## config.mk

```make
export PLATFORM = sky130hd
export DESIGN_NAME = fmoc_bank
export DESIGN_NICKNAME = d
export VERILOG_FILES = /design/src/rtl/fmoc_pkg.sv /design/src/rtl/fmoc_bank.sv
export SDC_FILE = /design/constraint.sdc
export NUM_CORES = 1
export LEC_CHECK = 0
export BUFFER_PORTS_ARGS = -buffer_cell sky130_fd_sc_hd__clkbuf_2
export CAP_MARGIN = 20
export CORE_ASPECT_RATIO = 1.5
export CORE_MARGIN = 2
export CORE_UTILIZATION = 40
export CTS_CLUSTER_DIAMETER = 40
export DETAILED_ROUTE_END_ITERATION = 7
export PLACE_DENSITY_LB_ADDON = 0.2
export SLEW_MARGIN = 15
export SYNTH_ARGS = -nofsm -noshare
export SYNTH_HDL_FRONTEND = slang
export SYNTH_SLANG_ARGS = --single-unit
```

## constraint.sdc

```tcl
create_clock -name ref_clk -period 1.14 [get_ports ref_clk]
set_clock_uncertainty 0.1 [all_clocks]
set_input_delay 0.057 -clock ref_clk [delete_from_list [all_inputs] [get_ports ref_clk]]
set_output_delay 0.057 -clock ref_clk [all_outputs]
set_load 0.01 [all_outputs]
```

## src/rtl/fmoc_pkg.sv

```systemverilog
// package: register map, field positions and reset values of the fault mask and output control bank
// Contract
// - enable low powers down output b; else control bit 6 decides.
// - enable low powers down output a; else control bit 5 decides.
// - mask bits 4..1 stop their termination-fault flag reaching the fault pin.
// - mask bit 0 stops the input-signal condition reaching the fault pin.
// - polarity bits 4..1 pick whether flag high or low pulls fault low.
// - polarity bit 0: zero faults on signal absent, one on signal present.
// - high-rate threshold a is output-a bits 7:5 plus polarity bit 7, default 1000.
// - polarity register bit 6 is the standard-rate threshold low bit for output a.
// - output-a bits 4:0 set drive amplitude in about 5 mV steps, default 10000.
// - mask bit 7 picks edge rate, one standard; high rate pin forces standard.
// - status flags: four termination faults in bits 4..1, signal present in bit 0.
package fmoc_pkg;

    // register offsets
    localparam logic [7:0] FMOC_OFF_MASK     = 8'h02;
    localparam logic [7:0] FMOC_OFF_POLARITY = 8'h03;
    localparam logic [7:0] FMOC_OFF_OUT_A    = 8'h04;

    // reset values
    localparam logic [7:0] FMOC_RST_MASK     = 8'h00;
    localparam logic [7:0] FMOC_RST_POLARITY = 8'h00;
    localparam logic [7:0] FMOC_RST_OUT_A    = 8'h90;

    // field positions, power and fault mask register
    localparam int FMOC_BIT_RATE_SEL   = 7;
    localparam int FMOC_BIT_PD_B       = 6;
    localparam int FMOC_BIT_PD_A       = 5;
    localparam int FMOC_BIT_COND_HI    = 4;
    localparam int FMOC_BIT_COND_LO    = 1;
    localparam int FMOC_BIT_SIGNAL     = 0;

    // field positions, polarity register
    localparam int FMOC_BIT_HI_THR_LSB = 7;
    localparam int FMOC_BIT_STD_THR_LSB = 6;
    localparam int FMOC_BIT_POL_RSVD   = 5;

    // field positions, output-a register
    localparam int FMOC_BIT_HI_THR_MSB = 7;
    localparam int FMOC_BIT_HI_THR_TOP = 5;
    localparam int FMOC_BIT_AMP_MSB    = 4;

    // all state of the bank
    typedef struct packed {
        logic [7:0] power_and_fault_mask;
        logic [7:0] fault_polarity_select;
        logic [7:0] out0_threshold_amplitude;
        logic       enable_meta;
        logic       enable_sync;
        logic       rate_pin_meta;
        logic       rate_pin_sync;
        logic       out0_power_down;
        logic       out1_power_down;
        logic       standard_def_rate_select;
        logic       fault_n;
        logic [7:0] reg_rdata;
    } fmoc_state_t;

endpackage : fmoc_pkg

```

## src/rtl/fmoc_bank.sv

```systemverilog
// fault mask, polarity and output-a control registers with fault pin combining
`timescale 1ns/1ps
module fmoc_bank (
    // clock and reset
    input  wire logic       ref_clk,
    input  wire logic       rst,
    // device pins
    input  wire logic       enable_pin,
    input  wire logic       rate_pin,
    // status flags from the status register, same clock
    input  wire logic [4:0] status_flags,
    // register port from the serial target engine
    input  wire logic       reg_wr,
    input  wire logic       reg_rd,
    input  wire logic [7:0] reg_addr,
    input  wire logic [7:0] reg_wdata,
    output logic      [7:0] reg_rdata,
    // controls to the analog section
    output logic            out0_power_down,
    output logic            out1_power_down,
    output logic            standard_def_rate_select,
    output logic      [3:0] hi_rate_threshold_a,
    output logic            std_rate_threshold_a_low_bit,
    output logic      [4:0] out_a_level_code,
    // active-low fault pin
    output logic            fault_n
);
    import fmoc_pkg::*;

    fmoc_state_t state;
    fmoc_state_t next_state;
    logic [4:0]  cond_active;

    // one active term per termination-fault flag
    genvar gi;
    generate
        for (gi = FMOC_BIT_COND_LO; gi <= FMOC_BIT_COND_HI; gi++) begin : g_term
            // polarity one inverts the flag before masking
            assign cond_active[gi] = ~state.power_and_fault_mask[gi]
                                   & (status_flags[gi] ^ state.fault_polarity_select[gi]);
        end
    endgenerate

    // signal condition: polarity zero faults on absence, one on presence
    assign cond_active[FMOC_BIT_SIGNAL] = ~state.power_and_fault_mask[FMOC_BIT_SIGNAL]
        & ~(status_flags[FMOC_BIT_SIGNAL] ^ state.fault_polarity_select[FMOC_BIT_SIGNAL]);

    // next-state logic for the whole bank
    always_comb begin
        next_state = state;
        // pins come from outside the clock domain, two flops before use
        next_state.enable_meta   = enable_pin;
        next_state.enable_sync   = state.enable_meta;
        next_state.rate_pin_meta = rate_pin;
        next_state.rate_pin_sync = state.rate_pin_meta;
        // register writes
        if (reg_wr) begin
            case (reg_addr)
                FMOC_OFF_MASK: begin
                    next_state.power_and_fault_mask = reg_wdata;
                end
                FMOC_OFF_POLARITY: begin
                    // reserved bit kept at zero even if the host slips
                    next_state.fault_polarity_select = reg_wdata;
                    next_state.fault_polarity_select[FMOC_BIT_POL_RSVD] = 1'b0;
                end
                FMOC_OFF_OUT_A: begin
                    next_state.out0_threshold_amplitude = reg_wdata;
                end
                default: begin
                    next_state.reg_rdata = state.reg_rdata;
                end
            endcase
        end
        // register reads, unmapped offsets answer zero
        if (reg_rd) begin
            case (reg_addr)
                FMOC_OFF_MASK:     next_state.reg_rdata = state.power_and_fault_mask;
                FMOC_OFF_POLARITY: next_state.reg_rdata = state.fault_polarity_select;
                FMOC_OFF_OUT_A:    next_state.reg_rdata = state.out0_threshold_amplitude;
                default:           next_state.reg_rdata = 8'h00;
            endcase
        end
        // pin low overrides the power-down bits
        next_state.out1_power_down = ~state.enable_sync
                                   | state.power_and_fault_mask[FMOC_BIT_PD_B];
        next_state.out0_power_down = ~state.enable_sync
                                   | state.power_and_fault_mask[FMOC_BIT_PD_A];
        // rate pin high forces standard rate
        next_state.standard_def_rate_select = state.rate_pin_sync
                                            | state.power_and_fault_mask[FMOC_BIT_RATE_SEL];
        // registered so the pin never glitches between terms
        next_state.fault_n = ~(|cond_active);
    end

    // state register
    always_ff @(posedge ref_clk or posedge rst) begin
        if (rst) begin
            state                          <= '0;
            state.power_and_fault_mask     <= FMOC_RST_MASK;
            state.fault_polarity_select    <= FMOC_RST_POLARITY;
            state.out0_threshold_amplitude <= FMOC_RST_OUT_A;
            state.out0_power_down          <= 1'b1;
            state.out1_power_down          <= 1'b1;
            state.fault_n                  <= 1'b1;
        end else begin
            state <= next_state;
        end
    end

    // outputs
    assign reg_rdata                    = state.reg_rdata;
    assign out0_power_down              = state.out0_power_down;
    assign out1_power_down              = state.out1_power_down;
    assign standard_def_rate_select     = state.standard_def_rate_select;
    assign fault_n                      = state.fault_n;
    // threshold joins three upper bits with the low bit from the polarity register
    assign hi_rate_threshold_a = {state.out0_threshold_amplitude[FMOC_BIT_HI_THR_MSB:FMOC_BIT_HI_THR_TOP],
                                  state.fault_polarity_select[FMOC_BIT_HI_THR_LSB]};
    assign std_rate_threshold_a_low_bit = state.fault_polarity_select[FMOC_BIT_STD_THR_LSB];
    assign out_a_level_code = state.out0_threshold_amplitude[FMOC_BIT_AMP_MSB:0];

    // per termination-fault flag: active pulls the pin, alone unmasked and idle releases it
    genvar gc;
    generate
        for (gc = FMOC_BIT_COND_LO; gc <= FMOC_BIT_COND_HI; gc++) begin : g_term_chk

        end
    endgenerate

    function automatic logic power_and_fault_mask_a_bit();
        return state.power_and_fault_mask[FMOC_BIT_PD_A];
    endfunction
endmodule // fmoc_bank

```

Yosys cells after proc, flatten, opt, wreduce, memory -nomap -nowiden --
Cells that the tools add are included. Widths: inputs -> output; s select.
Word-level totals: register bits 39, output and inout bits 22, bits in read-only memories 0, latch bits 0, memories 0, bits in writable memories 0, bits of input ports 27
Operators by class: reductions and logical operators 4, divide/modulo/power cells 0, equal/unequal tests 3, mux-type cells 1, multiply operators 0, shifts and indexed selects 0, bitwise operators 21, $lt $le $gt $ge 0, $add $sub $neg 0
Operators by type and width (number):
- $pmux 8 s3 | 1
- $eq 8x2->1 const B | 2
- $eq 8x3->1 const B | 1
- $not 1->1 | 8
- $reduce_and 2->1 | 3
- $and 1x1->1 | 5
- $reduce_or 5->1 | 1
- $xor 1x1->1 | 5
- $or 1x1->1 | 3

Logic depth before layout (Yosys ltp) --
Gate-level depths: netlist of the first run.
word-level depth 5, depth in mapped cells 5, depth with buffers taken out 3

Worst setup path before layout of the first run --
No wires, ideal clock.
path kind input -> register, start input reg_addr[7], end register state[32] in the netlist's numbering, stages 4, setup time 125 ps, setup slack -192 ps, required time 915 ps, arrival time 1107 ps, buffers on the path 1, cells stage by stage nor4b_4 -> and4b_1 -> buf_6 -> mux2_2
Between the ends: cells in the longest elaborated chain, start to end 2
Ends and longest elaborated chain:
- from (decl) | line fmoc_bank.sv:15 | input wire logic [7:0] reg_addr,
- $eq 8x2->1 | line fmoc_bank.sv:58 | case (reg_addr)
- $reduce_and 2->1 (no source line)
- to (signal assigned) | line fmoc_bank.sv:107 | state <= next_state;
- to (decl) | line fmoc_bank.sv:30 | fmoc_state_t state;
No other way between the ends. A chain may end at the register's enable or synchronous reset.

Final worst setup path of the first run --
start input reg_addr[3], end register state[33] in the netlist's numbering
The elaborated chain is that of the path after synthesis.

==> reports/summary.txt, run 1 <==
CTS Buf Count -> 5
Critical Path Start Type -> primary input
Share of cells above drive strength 1 -> 0.631
Via density -> 4.93
R2R depth -> 3
# setup viols final -> 0
Pwr Total -> 2.76 mW
Worst Hold Launch -> reg_addr[3]
ANT cells -> 0
Unique masters post-synth -> 24
Die Ht -> 86.5 µm
Critical Path AT -> 1190 ps
Critical Path Fanout Max -> 8
Global Route met1 Usage -> 0.183
Least-Margin Pin Slew -> 261 ps
Layout area overhead -> 39.4%
Port buffer count -> 48
Syn. warnings -> 0
Root Buffer -> clkbuf_8
Placed Area -> 2190 µm²
Most frequent CP cell -> buf_6
Row count -> 30
Mean area per synthesized cell -> 13.3 µm²
Starting DRT DRC Count -> 38
WHS -> 25.3 ps
Buf+Inv Stages, Crit Path -> 2
Die area -> 5100 µm²
Fmax -> 893 MHz
IO Pins -> 49
GR peak layer -> met2
Die width -> 59.0 µm
Worst setup startpoint -> reg_addr[3]
Power Density -> 1090 nW/µm²
RSZ-0062 raised after global routing -> yes
Synth Register Bits -> 39
CP required -> 1210 ps
Critical path endpoint category -> flop
Total GRT Usage -> 0.157
H-tree Lvls -> 2
Top delay family on crit path -> simple AND/OR/NAND/NOR gates
Final instance area -> 2530 µm²
Vias -> 1292
TritonRoute pass-1 iters -> 4
Clk_lat worst skew -> 280 ps
Max-slew violation count -> 0
Worst vdd ir -> 830 µV
WL final -> 3700 µm
Worst-path cell chain -> buf_6 > nor4b_4 > and4b_1 > buf_6 > mux2_4
Grt total ovfl -> 0
Net Count, Synth -> 163
Met2 Track Usage GR -> 0.278
Grt met3 use -> 0.0358
NumNets Final -> 240
Lkg Pwr -> 1.26 nW
Worst slew margin -> 0.824
Tcrit/Tclk final -> 0.983
Clock transition at path regs -> 70 ps
Routed Antenna Nets -> 0
HP Class -> in2reg
HPWL Detailed -> 2710 µm
Seq/Total Area, Yosys -> 0.541
Vias in the first global route -> 1348
Synthesized area -> 1820 µm²
Synth Instances -> 136
Fin. Hold Viols -> 0
Most common cell after layout, fill and taps aside -> clkbuf_2
Crit Path Class -> in2reg
CP max stage cell -> mux2_4
Max cap viols -> 0
Most frequent cells in the layout -> 46 x clkbuf_2, 34 x dfrtp_1, 27 x buf_4, 19 x mux2_2, 12 x dlygate4sd3_1
Gpl congestion -> 0.784
Placeable Area -> 4430 µm²
Stages on worst setup path -> 5
First-pass GRT wire length -> 6040 µm
DRC viols -> 0
Maximum number of pins on one net before global-route repair -> 40
Status -> complete, no violations
Slowest cell delay on critical path -> 310 ps
Critical R2R Launch -> std_rate_threshold_a_low_bit
CTS Sinks -> 39
WHS Path Cells -> 4
Final Critical Period -> 1120 ps
TritonCTS clock tree -> yes
Clock tree buffer depth -> 2
Number of fill cells -> 412
WL per Instance -> 14.1 µm
Initial Util -> 0.410
Initial antenna violation count -> 0
[metal layers]
metal,up-vias,part of all wire
met2,35,0.54
met4,0,0.012
met5,-,0
li1,619,-
met1,633,0.40
met3,5,0.042
[cell families after synthesis]
family	count (synthesis)	share of synthesized area
flops	39	0.541
mux	30	0.186
buf+inv	30	0.107
compound gates	18	0.0689
simple gates	14	0.0731
xor+xnor	5	0.0241
[Yosys cell counts]
library cell | n | area share
dfrtp_1 | 34 | 0.47
mux2_2 | 30 | 0.19
buf_4 | 17 | 0.070
inv_1 | 9 | 0.019
o22ai_1 | 9 | 0.031
a22oi_1 | 8 | 0.033
dfstp_2 | 5 | 0.072
xnor2_1 | 4 | 0.019
buf_2 | 2 | 0.0055
buf_6 | 2 | 0.012
nand2b_1 | 2 | 0.0069
nor2_1 | 2 | 0.0041
and4b_1 | 1 | 0.0055
nand2_1 | 1 | 0.0021
nand3_4 | 1 | 0.0097
nand4_2 | 1 | 0.0069
nor2b_1 | 1 | 0.0034
nor3_1 | 1 | 0.0028
nor3b_4 | 1 | 0.010
nor4b_1 | 1 | 0.0048
nor4b_4 | 1 | 0.013
o32ai_1 | 1 | 0.0048
or2_2 | 1 | 0.0034
xor2_1 | 1 | 0.0048
[sequential cells by signal, indices dropped and copies added (netlist names)]
register,flops
fault_n,1
hi_rate_threshold_a,4
next_state,2
out0_power_down,1
out1_power_down,1
out_a_level_code,5
reg_rdata,8
standard_def_rate_select,1
state,15
std_rate_threshold_a_low_bit,1
[where the power goes]
group	internal, mW	switching (mW)	total, mW	leakage [nW]
Combinational	0.232	0.166	0.398	0.706
Clock	0.427	0.461	0.889	0.0412
Sequential	1.44	0.0305	1.47	0.512
[through the flow]
stage / utilization / std cells / setup WS, ps / setup TNS [ps]
2_1_floorplan: - / 136 / -185 / -2280
3_3_place_gp: 0.495 / 239 / -297 / -5820
3_5_place_dp: 0.495 / 239 / -320 / -6310
4_1_cts: 0.547 / 260 / -2.45 / -2.45
5_1_grt: 0.571 / 262 / -35.9 / -180
6_report: 0.571 / 262 / 19.7 / 0
[worst paths after layout]
check,to,slack (ps)
hold reg to reg,state[12],260
max in group asynchronous,fault_n,430
hold / removal,reg_rdata[5],30
setup reg to reg,reg_rdata[6],20
setup / recovery,state[33],20
min in group asynchronous,next_state[12],240
[layout make-up]
cell class                 instances  area (µm²)  share of cell area
clock inverter                     2        12.5             0.00495
tap                               48        60.1              0.0237
inverter                           9        33.8              0.0134
multi-input combinational         67         731               0.289
sequential                        39         982               0.388
timing repair buffer              91         638               0.252
clock buffer                       6        72.6              0.0287
[timing repair]
item / 4_1_cts / 5_1_grt
resized for setup: 4 / 24
hold endpoints to repair: 65 / 0
buffers inserted: 1 / 2
pin swaps: 1 / 12
setup endpoints to repair: 13 / 17
hold buffers: 12 / 0
[tightest hold or removal path, cell delays in order]
cell and delay (ps):
buf_6 80, nor4b_1 40, nand2_1 90, o32ai_1 100
No activity file was read; power rests on OpenSTA's default activity.
==> run 2, diff against run 1 <==
- PLACE_DENSITY_LB_ADDON: 0.2 -> 0.1
- SLEW_MARGIN: 15 -> default
==> reports/summary.txt, run 2 (same netlist as run 1, synthesis figures left out) <==
Via density -> 4.86 (-1.4%)
Max-slew violation count -> 0 (unchanged)
Share of cells above drive strength 1 -> 0.647 (+0.0159)
TritonRoute pass-1 iters -> 4 (unchanged)
Clock power share -> 0.382 (+0.060)
Power Density -> 1170 nW/µm² (+7.0%)
Fmax -> 885 MHz (-0.86%)
Status -> finished, violations left
Setup tns final -> 0 ps (unchanged)
Critical path endpoint category -> flop
Gpl congestion -> 0.789 (+0.69%)
Layout area overhead -> 44.6%
Root Buffer -> clkbuf_8
Sequential power share -> 0.481 (-0.053)
Die width -> 59.0 µm (unchanged)
Clk_lat worst skew -> 290 ps (about the same)
Pwr Total -> 3.06 mW (+11%)
Vias in the first global route -> 1336 (-0.89%)
Port buffer count -> 48 (unchanged)
Max cap viols -> 0 (unchanged)
Starting DRT DRC Count -> 53 (+39%)
Top delay family on crit path -> flip-flops
Crit Path Class -> reg2reg
NumNets Final -> 244 (+1.7%)
Fin. Hold Viols -> 1 (+1)
RSZ-0062 raised after global routing -> yes
Initial antenna violation count -> 0 (unchanged)
Most frequent cells in the layout -> 44 x clkbuf_2, 34 x dfrtp_1, 29 x buf_4, 18 x mux2_2, 13 x dlygate4sd3_1
Die area -> 5100 µm² (unchanged)
Most common cell after layout, fill and taps aside -> clkbuf_2
Critical Path Start Type -> flop
IO Pins -> 49 (unchanged)
Total GRT Usage -> 0.167 (+0.00929)
WL final -> 3820 µm (+3.2%)
ANT cells -> 0 (unchanged)
Critical Path Fanout Max -> 2 (-6)
Critical Path AT -> 1200 ps (about the same)
Tcrit/Tclk final -> 0.991 (+0.00855)
Dpl cells -> 242 (+1.3%)
Worst slew margin -> 0.819 (-0.00441)
Number of fill cells -> 372 (-9.7%)
Final Non-Filler Cells -> 266 (+1.5%)
Slowest cell delay on critical path -> 400 ps (+90 ps)
WHS -> -5.01 ps (-30.3 ps)
Lkg Pwr -> 1.30 nW (+3.4%)
Internal -> 2.40 mW (+14%)
Row count -> 30 (unchanged)
Failing checks -> negative hold slack
Die Ht -> 86.5 µm (unchanged)
DRC viols -> 0 (unchanged)
Least-Margin Pin Slew -> 267 ps (+6.52 ps)
TritonCTS clock tree -> yes
Sw Ratio -> 0.217 (-0.0214)
CP max stage cell -> dfrtp_1
HPWL Detailed -> 2810 µm (+3.6%)
# setup viols final -> 0 (unchanged)
HP Class -> in2reg
CTS Sinks -> 39 (unchanged)
Placeable Area -> 4430 µm² (unchanged)
CP required -> 1210 ps (about the same)
Vias -> 1293 (+0.077%)
Worst-path cell chain -> mux2_4 > a22oi_2 > o22ai_1
Clock transition at path regs -> 70 ps (about the same)
Final Critical Period -> 1130 ps (+9.75 ps)
H-tree Lvls -> 2 (unchanged)
Buf+Inv Stages, Crit Path -> 0 (-2)
Sw power -> 0.665 mW (+1.0%)
Initial Util -> 0.410 (unchanged)
Comb pwr share -> 0.137 (-0.007)
Number of flip-flops in the largest register -> 15 (unchanged)
Clock tree buffer depth -> 2 (unchanged)
CTS Buf Count -> 5 (unchanged)
Maximum number of pins on one net before global-route repair -> 40 (unchanged)
Worst vdd ir -> 906 µV (+9.2%)
First-pass GRT wire length -> 6270 µm (+3.8%)
Routed Antenna Nets -> 0 (unchanged)
WL per Instance -> 14.4 µm (+1.7%)
Grt total ovfl -> 0 (unchanged)
Reg with most FFs -> state
run 2: what timing repair did:
| action | 4_1_cts | 5_1_grt |
|---|---|---|
| hold buffers | 13 | 0 |
| buffers inserted | 2 | 1 |
| endpoints found under the setup margin | 8 | 22 |
| endpoints found under the hold margin | 65 | 0 |
| resized for setup | 5 | 33 |
| pin swaps | 3 | 14 |
run 2: path summary, 6_finish.rpt:
| check | slack [ps] | cells after the start | from | to |
|---|---|---|---|---|
| max | 10 | 3 | state[27] | reg_rdata[3] |
| min | -5 | 4 | reg_addr[3] | reg_rdata[5] |
| max reg2reg | 10 | 3 | state[27] | reg_rdata[3] |
| min reg2reg | 240 | 0 | next_state[14] | state[14] |
| max in group asynchronous | 440 | 4 | rst | hi_rate_threshold_a[3] |
| min in group asynchronous | 250 | 4 | rst | state[27] |
run 2: power groups by stage:
stage,logic (mW),registers [mW],clock network (mW)
after global routing,0.458,1.48,1.27
after floorplan,0.168,1.50,0
final,0.421,1.47,1.17
after global placement,0.326,1.50,0
after detailed placement,0.333,1.50,0
after CTS,0.382,1.47,1.21
run 2: worst register-to-register path: cells and delay by family, from the launching register on:
| kind | cells | cell delay, ps |
|---|---|---|
| muxes | 1 | 260 |
| DFF | 1 | 400 |
| AOI/OAI and AO/OA | 2 | 240 |
run 2: cell type report:
type	count	area [µm²]	area share
inverter	9	33.8	0.0129
timing repair buffer	95	682	0.260
tap	48	60.1	0.0229
clock inverter	2	35.0	0.0133
sequential	39	982	0.374
clock buffer	6	82.6	0.0315
multi-input combinational	67	749	0.286
run 2: metrics by stage:
step | instance area (µm²) | hold WS [ps] | util | setup WS [ps]
after floorplan | 1820 | -11.6 | - | -185
after global placement | 2200 | 3.98 | 0.497 | -263
after detailed placement | 2200 | 7.20 | 0.497 | -283
after CTS | 2490 | 5.19 | 0.562 | -5.83
after global routing | 2630 | 34.8 | 0.593 | -25.1
final | 2630 | -5.01 | 0.593 | 9.94
run 2: per-layer routing:
layer | routed length [µm] | GRT usage | vias to the layer above | share of wire
met5 | 0 | 0 | - | 0
met4 | 70 | 0.0682 | 0 | 0.018
met3 | 165 | 0.0418 | 6 | 0.043
met2 | 1970 | 0.269 | 40 | 0.51
met1 | 1620 | 0.211 | 624 | 0.42
li1 | - | - | 623 | -
